<file path="src/logic/swr_pkg.sv">
// constants, register map and wake source logic for the stop recovery and watchdog block
// Overview of operation
// - control bit 0 enables divide-by-16 clock prescaler
// - stop recovery clears the prescaler select bit
// - source codes 101..111 pick port-3 mixed logic
// - pins configured as outputs ignored by wake logic
// - reset loads source 000 and level low
// - either programmed source register can cause recovery
// - source register survives stop recovery, reset only
// - control bit 7 read-only, bits 6..0 write-only
// - watchdog one-shot resets cpu at terminal count
// - first dog instruction enables, later ones restart
// - watchdog counts on-chip rc oscillator ticks
// - dog instruction updates zero, sign, overflow flags
// - mode bits 1..0 select watchdog timeout tap
// - mode bit 2 halt run, bit 3 stop run
// - mode register writable only 120 clocks after reset, dog reset or recovery
// - mode register write-only at offset 0Fh
// - irq source pin or wake logic by mode bit
package swr_pkg;
	localparam logic [7:0] SWR_OFS_CTRL = 8'h0B;
	localparam logic [7:0] SWR_OFS_SRC2 = 8'h0D;
	localparam logic [7:0] SWR_OFS_DOG = 8'h0F;
	localparam int SWR_CTRL_PRESCALE_BIT = 0;
	localparam int SWR_SRC_LSB = 2;
	localparam int SWR_CTRL_LEVEL_BIT = 5;
	localparam int SWR_SRC2_LEVEL_BIT = 6;
	localparam int SWR_CTRL_RECOVERED_BIT = 7;
	localparam int SWR_DOG_HALT_BIT = 2;
	localparam int SWR_DOG_STOP_BIT = 3;
	localparam logic [2:0] SWR_SRC_RST = 3'h0;
	localparam logic [3:0] SWR_DOG_MODE_RST = 4'h0;
	localparam logic [2:0] SWR_ZSV_VALUE = 3'h0;
	localparam logic [3:0] SWR_PRESCALE_LAST = 4'hF;
	localparam logic [7:0] SWR_DOG_WIN_CYCLES = 8'h78;
	typedef enum {SWR_RUN, SWR_HALT, SWR_STOP} swr_power_t;

	// wake logic output for one source code; output pins drop out of the product
	function automatic logic swr_wake_out(input logic [2:0] code, input logic [7:0] p0,
			input logic [7:0] oe0, input logic [7:0] p2, input logic [7:0] oe2,
			input logic [3:1] p3);
		logic r;
		r = 1'b0;
		case (code)
			3'h1: r = ~&(p2[3:0] | oe2[3:0]);
			3'h2: r = ~&(p2 | oe2);
			3'h3: r = ~|p3;
			3'h4: r = ~&p3;
			3'h5: r = ~|{p3, p0[0] & ~oe0[0], p0[7] & ~oe0[7]};
			3'h6: r = ~&{p3, p0[0] | oe0[0], p0[7] | oe0[7]};
			3'h7: r = ~&{p3, p2[2:0] | oe2[2:0]};
			default: r = 1'b0;
		endcase
		return r;
	endfunction : swr_wake_out
endpackage : swr_pkg

</file>
<file path="src/logic/swr_core.sv">
// stop-mode recovery, clock prescaler and watchdog of the low-power controller
`timescale 1ns/100ps
module swr_core import swr_pkg::*; #(
	parameter logic [15:0] DOG_TC0 = 16'h0100,
	parameter logic [15:0] DOG_TC1 = 16'h0200,
	parameter logic [15:0] DOG_TC2 = 16'h0400,
	parameter logic [15:0] DOG_TC3 = 16'h1000
) (
	input wire logic clk_i,
	input wire logic resetn_i,
	input wire logic [7:0] reg_addr_i,
	input wire logic [7:0] reg_wdata_i,
	input wire logic reg_wr_i,
	input wire logic reg_rd_i,
	output logic [7:0] reg_rdata_o,
	input wire logic [7:0] p0_i,
	input wire logic [7:0] p2_i,
	input wire logic [3:1] p3_i,
	input wire logic [7:0] p0_out_en_i,
	input wire logic [7:0] p2_out_en_i,
	input wire logic p3_analog_mode_i,
	input wire logic halt_mode_i,
	input wire logic stop_mode_i,
	input wire logic dog_instr_i,
	input wire logic rc_osc_i,
	output logic core_clk_en_o,
	output logic timer_clk_en_o,
	output logic stop_recovery_o,
	output logic dog_reset_o,
	output logic ext_irq_src_o,
	output logic flag_zsv_we_o,
	output logic [2:0] flag_zsv_o
);

	logic [7:0] p0_s1_reg, p0_s2_reg, p2_s1_reg, p2_s2_reg;
	logic [3:1] p3_s1_reg, p3_s2_reg;
	logic rc_s1_reg, rc_s2_reg, rc_prev_reg;
	logic rc_tick;

	logic ctrl_prescale_reg;
	logic [2:0] ctrl_src_reg;
	logic ctrl_level_reg;
	logic recovered_reg;
	logic [2:0] src2_code_reg;
	logic src2_level_reg;
	logic [3:0] dog_mode_reg;
	logic [7:0] win_cnt_reg;
	logic win_open;

	logic [3:0] pre_cnt_reg;
	logic dog_en_reg;
	logic [15:0] dog_cnt_reg;
	logic [15:0] dog_tc;
	logic dog_run;
	logic dog_fire;

	logic wake1, wake2, match1, match2, rec_event;
	swr_power_t power;

	logic wr_ctrl, wr_src2, wr_dog;

	assign wr_ctrl = reg_wr_i && reg_addr_i == SWR_OFS_CTRL;
	assign wr_src2 = reg_wr_i && reg_addr_i == SWR_OFS_SRC2;
	assign wr_dog = reg_wr_i && reg_addr_i == SWR_OFS_DOG;

	always_comb begin
		if (stop_mode_i) begin
			power = SWR_STOP;
		end else if (halt_mode_i) begin
			power = SWR_HALT;
		end else begin
			power = SWR_RUN;
		end
	end

	// pin synchronisers
	always_ff @(posedge clk_i or negedge resetn_i) begin
		if (!resetn_i) begin
			p0_s1_reg <= 8'h00;
			p0_s2_reg <= 8'h00;
			p2_s1_reg <= 8'h00;
			p2_s2_reg <= 8'h00;
			p3_s1_reg <= 3'h0;
			p3_s2_reg <= 3'h0;
		end else begin
			p0_s1_reg <= p0_i;
			p0_s2_reg <= p0_s1_reg;
			p2_s1_reg <= p2_i;
			p2_s2_reg <= p2_s1_reg;
			p3_s1_reg <= p3_i;
			p3_s2_reg <= p3_s1_reg;
		end
	end

	// rc oscillator edge, sampled after two flops
	always_ff @(posedge clk_i or negedge resetn_i) begin
		if (!resetn_i) begin
			rc_s1_reg <= 1'b0;
			rc_s2_reg <= 1'b0;
			rc_prev_reg <= 1'b0;
		end else begin
			rc_s1_reg <= rc_osc_i;
			rc_s2_reg <= rc_s1_reg;
			rc_prev_reg <= rc_s2_reg;
		end
	end
	assign rc_tick = rc_s2_reg && !rc_prev_reg;

	// wake source logic for both recovery registers
	assign wake1 = swr_wake_out(ctrl_src_reg, p0_s2_reg, p0_out_en_i, p2_s2_reg,
		p2_out_en_i, p3_s2_reg);
	assign wake2 = swr_wake_out(src2_code_reg, p0_s2_reg, p0_out_en_i, p2_s2_reg,
		p2_out_en_i, p3_s2_reg);
	assign match1 = ctrl_src_reg != SWR_SRC_RST && wake1 == ctrl_level_reg;
	assign match2 = src2_code_reg != SWR_SRC_RST && wake2 == src2_level_reg;
	assign rec_event = power == SWR_STOP && (match1 || match2);

	// first recovery register
	always_ff @(posedge clk_i or negedge resetn_i) begin
		if (!resetn_i) begin
			ctrl_prescale_reg <= 1'b0;
			ctrl_src_reg <= SWR_SRC_RST;
			ctrl_level_reg <= 1'b0;
		end else if (rec_event) begin
			ctrl_prescale_reg <= 1'b0;
		end else if (wr_ctrl) begin
			ctrl_prescale_reg <= reg_wdata_i[SWR_CTRL_PRESCALE_BIT];
			ctrl_src_reg <= reg_wdata_i[SWR_SRC_LSB +: 3];
			ctrl_level_reg <= reg_wdata_i[SWR_CTRL_LEVEL_BIT];
		end
	end

	// recovered flag, hardware set only
	always_ff @(posedge clk_i or negedge resetn_i) begin
		if (!resetn_i) begin
			recovered_reg <= 1'b0;
		end else if (rec_event) begin
			recovered_reg <= 1'b1;
		end
	end

	// second recovery register, untouched by recovery
	always_ff @(posedge clk_i or negedge resetn_i) begin
		if (!resetn_i) begin
			src2_code_reg <= SWR_SRC_RST;
			src2_level_reg <= 1'b0;
		end else if (wr_src2) begin
			src2_code_reg <= reg_wdata_i[SWR_SRC_LSB +: 3];
			src2_level_reg <= reg_wdata_i[SWR_SRC2_LEVEL_BIT];
		end
	end

	// stop recovery pulse
	always_ff @(posedge clk_i or negedge resetn_i) begin
		if (!resetn_i) begin
			stop_recovery_o <= 1'b0;
		end else begin
			stop_recovery_o <= rec_event;
		end
	end

	// write window after reset, dog reset or recovery
	always_ff @(posedge clk_i or negedge resetn_i) begin
		if (!resetn_i) begin
			win_cnt_reg <= 8'h00;
		end else if (rec_event || dog_fire) begin
			win_cnt_reg <= 8'h00;
		end else if (win_open) begin
			win_cnt_reg <= win_cnt_reg + 8'h01;
		end
	end
	assign win_open = win_cnt_reg < SWR_DOG_WIN_CYCLES;

	always_ff @(posedge clk_i or negedge resetn_i) begin
		if (!resetn_i) begin
			dog_mode_reg <= SWR_DOG_MODE_RST;
		end else if (wr_dog && win_open) begin
			dog_mode_reg <= reg_wdata_i[3:0];
		end
	end

	// register read, one cycle later
	always_ff @(posedge clk_i or negedge resetn_i) begin
		if (!resetn_i) begin
			reg_rdata_o <= 8'h00;
		end else if (reg_rd_i && reg_addr_i == SWR_OFS_CTRL) begin
			reg_rdata_o <= {recovered_reg, 7'h00};
		end else begin
			reg_rdata_o <= 8'h00;
		end
	end

	// divide-by-16 prescaler
	always_ff @(posedge clk_i or negedge resetn_i) begin
		if (!resetn_i) begin
			pre_cnt_reg <= 4'h0;
		end else begin
			pre_cnt_reg <= pre_cnt_reg + 4'h1;
		end
	end

	always_ff @(posedge clk_i or negedge resetn_i) begin
		if (!resetn_i) begin
			core_clk_en_o <= 1'b0;
			timer_clk_en_o <= 1'b0;
		end else begin
			core_clk_en_o <= power == SWR_RUN && !rec_event &&
				(!ctrl_prescale_reg || pre_cnt_reg == SWR_PRESCALE_LAST);
			timer_clk_en_o <= power != SWR_STOP && !rec_event &&
				(!ctrl_prescale_reg || pre_cnt_reg == SWR_PRESCALE_LAST);
		end
	end

	// watchdog
	always_comb begin
		case (dog_mode_reg[1:0])
			2'h0: dog_tc = DOG_TC0;
			2'h1: dog_tc = DOG_TC1;
			2'h2: dog_tc = DOG_TC2;
			2'h3: dog_tc = DOG_TC3;
			default: dog_tc = DOG_TC0;
		endcase
	end

	always_comb begin
		case (power)
			SWR_RUN: dog_run = 1'b1;
			SWR_HALT: dog_run = dog_mode_reg[SWR_DOG_HALT_BIT];
			SWR_STOP: dog_run = dog_mode_reg[SWR_DOG_STOP_BIT];
			default: dog_run = 1'b0;
		endcase
	end

	assign dog_fire = dog_en_reg && dog_run && rc_tick && !dog_instr_i &&
		dog_cnt_reg >= dog_tc - 16'h0001;

	always_ff @(posedge clk_i or negedge resetn_i) begin
		if (!resetn_i) begin
			dog_en_reg <= 1'b0;
		end else if (dog_instr_i) begin
			dog_en_reg <= 1'b1;
		end
	end

	always_ff @(posedge clk_i or negedge resetn_i) begin
		if (!resetn_i) begin
			dog_cnt_reg <= 16'h0000;
		end else if (dog_instr_i || dog_fire) begin
			dog_cnt_reg <= 16'h0000;
		end else if (dog_en_reg && dog_run && rc_tick) begin
			dog_cnt_reg <= dog_cnt_reg + 16'h0001;
		end
	end

	always_ff @(posedge clk_i or negedge resetn_i) begin
		if (!resetn_i) begin
			dog_reset_o <= 1'b0;
		end else begin
			dog_reset_o <= dog_fire;
		end
	end

	// flag update on dog instruction
	always_ff @(posedge clk_i or negedge resetn_i) begin
		if (!resetn_i) begin
			flag_zsv_we_o <= 1'b0;
			flag_zsv_o <= 3'h0;
		end else begin
			flag_zsv_we_o <= dog_instr_i;
			flag_zsv_o <= SWR_ZSV_VALUE;
		end
	end

	// external interrupt source select
	always_ff @(posedge clk_i or negedge resetn_i) begin
		if (!resetn_i) begin
			ext_irq_src_o <= 1'b0;
		end else begin
			ext_irq_src_o <= p3_analog_mode_i ? wake1 : p3_s2_reg[3];
		end
	end
endmodule : swr_core

</file>
<file path="config.mk">
export PLATFORM = sky130hd
export DESIGN_NAME = swr_core
export DESIGN_NICKNAME = d
export VERILOG_FILES = /design/src/logic/swr_pkg.sv /design/src/logic/swr_core.sv
export SDC_FILE = /design/constraint.sdc
export NUM_CORES = 1
export LEC_CHECK = 0
export ABC_AREA = 1
export BUFFER_PORTS_ARGS = -buffer_cell sky130_fd_sc_hd__buf_2
export CAP_MARGIN = 20
export CORE_UTILIZATION = 55
export DETAILED_ROUTE_END_ITERATION = 8
export PLACE_DENSITY = 0.8
export RECOVER_POWER = 100
export SLEW_MARGIN = 25
export SYNTH_ARGS = -nofsm -noshare
export SYNTH_HDL_FRONTEND = slang
export SYNTH_SLANG_ARGS = --single-unit
</file>
<file path="constraint.sdc">
create_clock -name clk_i -period 5.1 [get_ports clk_i]
set_clock_uncertainty 0.1 [all_clocks]
set_input_delay 0.765 -clock clk_i [delete_from_list [all_inputs] [get_ports clk_i]]
set_output_delay 0.765 -clock clk_i [all_outputs]
set_load 0.02 [all_outputs]
</file>
==> flow_summary.yaml <==
clock_network:
  ctsResizeCount: 0
  htree_levels: 3
  clk_latency_ps: 360
  cts-root-buf: "clkbuf_8"
  holdBufCountCts: 0
  clock-sinks: 79
  post_cts_buffers: 0
  cts_made_buffers: 9
  cts_buffer_depth: 2
  path_clk_slew_ps: 90
  cts_tree: "done"
floorplanning:
  core_region_area_um2: 6350
  die_y_um: 83.0
  dieArea_um2: 6890
  fp.dieW_um: 83.0
  start_util: 0.568
  num_io_pins: 77
  fp-row-count: 29
global_routing:
  grt_pass1_wl_mm: 12.1
  grt_pass1_vias: 2784
  grt_remaining_overflow: 0
  grt_usage: 0.227
  antenna_found_initial: 0
  grt_max_degree: 80
logic_synthesis:
  synth_top_area_share: 0.548
  synthCells: 410
  ys_seq_elements: 79
  synth_edf_count: 0
  synth_ff_type: "dfrtp_1"
  seq_area_frac_synth: 0.548
  synth_top_area_cell: "dfrtp_1"
  syn_avg_cell_area_um2: 8.80
  yosys-top-cells-area: "dfrtp_1, nand2_1, nor2_1"
  yosys_warnings: 0
  async_flop_share: 1.00
  synth_commonest_cells: "nand2_1, dfrtp_1, nor2_1"
  syn-cell-area_um2: 3610
  yosysMostFrequentCell: "nand2_1"
  synth.distinct_cells: 32
detailed_routing:
  drc: 0
  vias_per_cell: 5.00
  drt_first_pass_iters: 4
  ant_nets: 0
  finalWirelength_mm: 6.96
  drtIter0Drc: 161
  num_vias: 2768
  wire_per_inst_um: 12.6
power:
  pwr-share-clk: 0.335
  p_comb_frac: 0.122
  p_switching_mw: 0.383
  powerDensity_nw_per_um2: 321
  leakagePower_nw: 2.08
  p_seq_frac: 0.543
  swShare: 0.293
  p_total_mw: 1.31
  peakVddDrop_uv: 195
  intPower_mw: 0.923
timing:
  finalSetupTns_ps: 0
  finalWorstSetupSlack_ps: 2890
  setup_viol: 0
  fin_crit_ps: 2210
  fmax_mhz: 452
  period_share: 0.434
  maxSlewHeadroom: 0.534
  rsz0062_at_grt: "false"
  slew_viol_final: 0
  tightestPinTransition_ps: 699
  hold_viol: 0
worst_setup_path:
  end_kind: "flip-flop"
  criticalPathCategory: "flip-flop to flip-flop"
  critPathArrivalTime_ps: 2350
  cp-start-kind: "flip-flop"
  worstPathRequired_ps: 5230
  critPathMaxFanout: 12
min_path:
  worst_hold_path_type: "flip-flop to flip-flop"
finish:
  fin_util: 0.642
  nNetsFinal: 541
  diodes: 0
  drive_gt1_frac: 0.136
  n_fill_cell: 521
  final_cell_area_um2: 4080
  largest_reg_flops: 16
  area_growth_pct: 13.0
place:
  hpwl_mm: 5.15
  dp_worst_setup_slack_ps: 2670
  gp_congestion: 0.810
  portBuffers: 53
  place_area_um2: 3920
outcome:
  status: "complete, no violations"
flow_run:
  cap_violations: 0
-- stage by stage --
step                hold WS (ps)  std cells
finish                       255        554
floorplan                    231        420
global route                 259        554
detailed placement           236        538
CTS                          256        554
global placement             232        538
-- worst max-delay path: stages (launching register included) --
cell and delay, ps:
dfrtp_1 390, ha_1 200, nand2_1 110, nor3_1 340, nand3_1 120, nand3_1 140, nand3_1 190, nand2_1 380
o31ai_1 130
-- cells by family (layout without fill, tap and decap cells) --
kind of cell,Yosys count,count (layout),share of synthesized area
simple gates,207,207,0.248
flops,79,79,0.548
buf+inv,67,124,0.0812
compound gates,28,28,0.0454
xor+xnor,17,17,0.0413
fa+ha+maj,9,9,0.0312
other cells,2,12,0.00208
mux,1,1,0.00277
-- final timing paths --
path	start	to	slack, ps	cells after the start
max	dog_cnt_reg[1]	dog_cnt_reg[12]	2890	8
max reg2reg	dog_cnt_reg[1]	dog_cnt_reg[12]	2890	8
max in group asynchronous	resetn_i	dog_cnt_reg[1]	4090	1
min	p2_s1_reg[6]	p2_s2_reg[6]	260	0
min in group asynchronous	resetn_i	dog_cnt_reg[3]	320	1
min reg2reg	p2_s1_reg[6]	p2_s2_reg[6]	260	0
-- power groups by stage --
stage | Sequential [mW] | Clock (mW) | Combinational (mW)
floorplan | 0.718 | 0 | 0.112
global placement | 0.719 | 0 | 0.156
detailed placement | 0.722 | 0 | 0.165
CTS | 0.710 | 0.447 | 0.166
global route | 0.715 | 0.472 | 0.185
finish | 0.710 | 0.437 | 0.160
-- routing by layer --
layer,GRT usage,part of all wire
met5,0,0
met4,0.121,0.034
met3,0.0487,0.042
met2,0.379,0.49
met1,0.277,0.43
-- cell type report --
type / instances / area [µm²] / share of cell area
clock buffers: 9 / 124 / 0.0304
clock inverters: 7 / 61.3 / 0.0150
well taps: 77 / 96.3 / 0.0236
flip-flops and latches: 79 / 1980 / 0.485
inverters: 55 / 206 / 0.0506
multi-input cells: 274 / 1350 / 0.332
repair buffers: 53 / 259 / 0.0635
-- placed cells by master, fill, tap and decap left out, types with 3 or more instances in the layout --
cell / instances
nand2_1: 99
dfrtp_1: 79
nor2_1: 57
inv_1: 53
buf_2: 42
nand3_1: 26
o21ai_0: 13
conb_1: 12
xor2_1: 11
clkbuf_1: 10
ha_1: 9
clkbuf_8: 9
a21oi_1: 8
nand4_1: 7
xnor2_1: 6
nor3_1: 4
nor4_1: 4
inv_6: 4
o31ai_1: 3
nor3b_1: 3
Note: power is estimated with default switching activity, not from simulation.
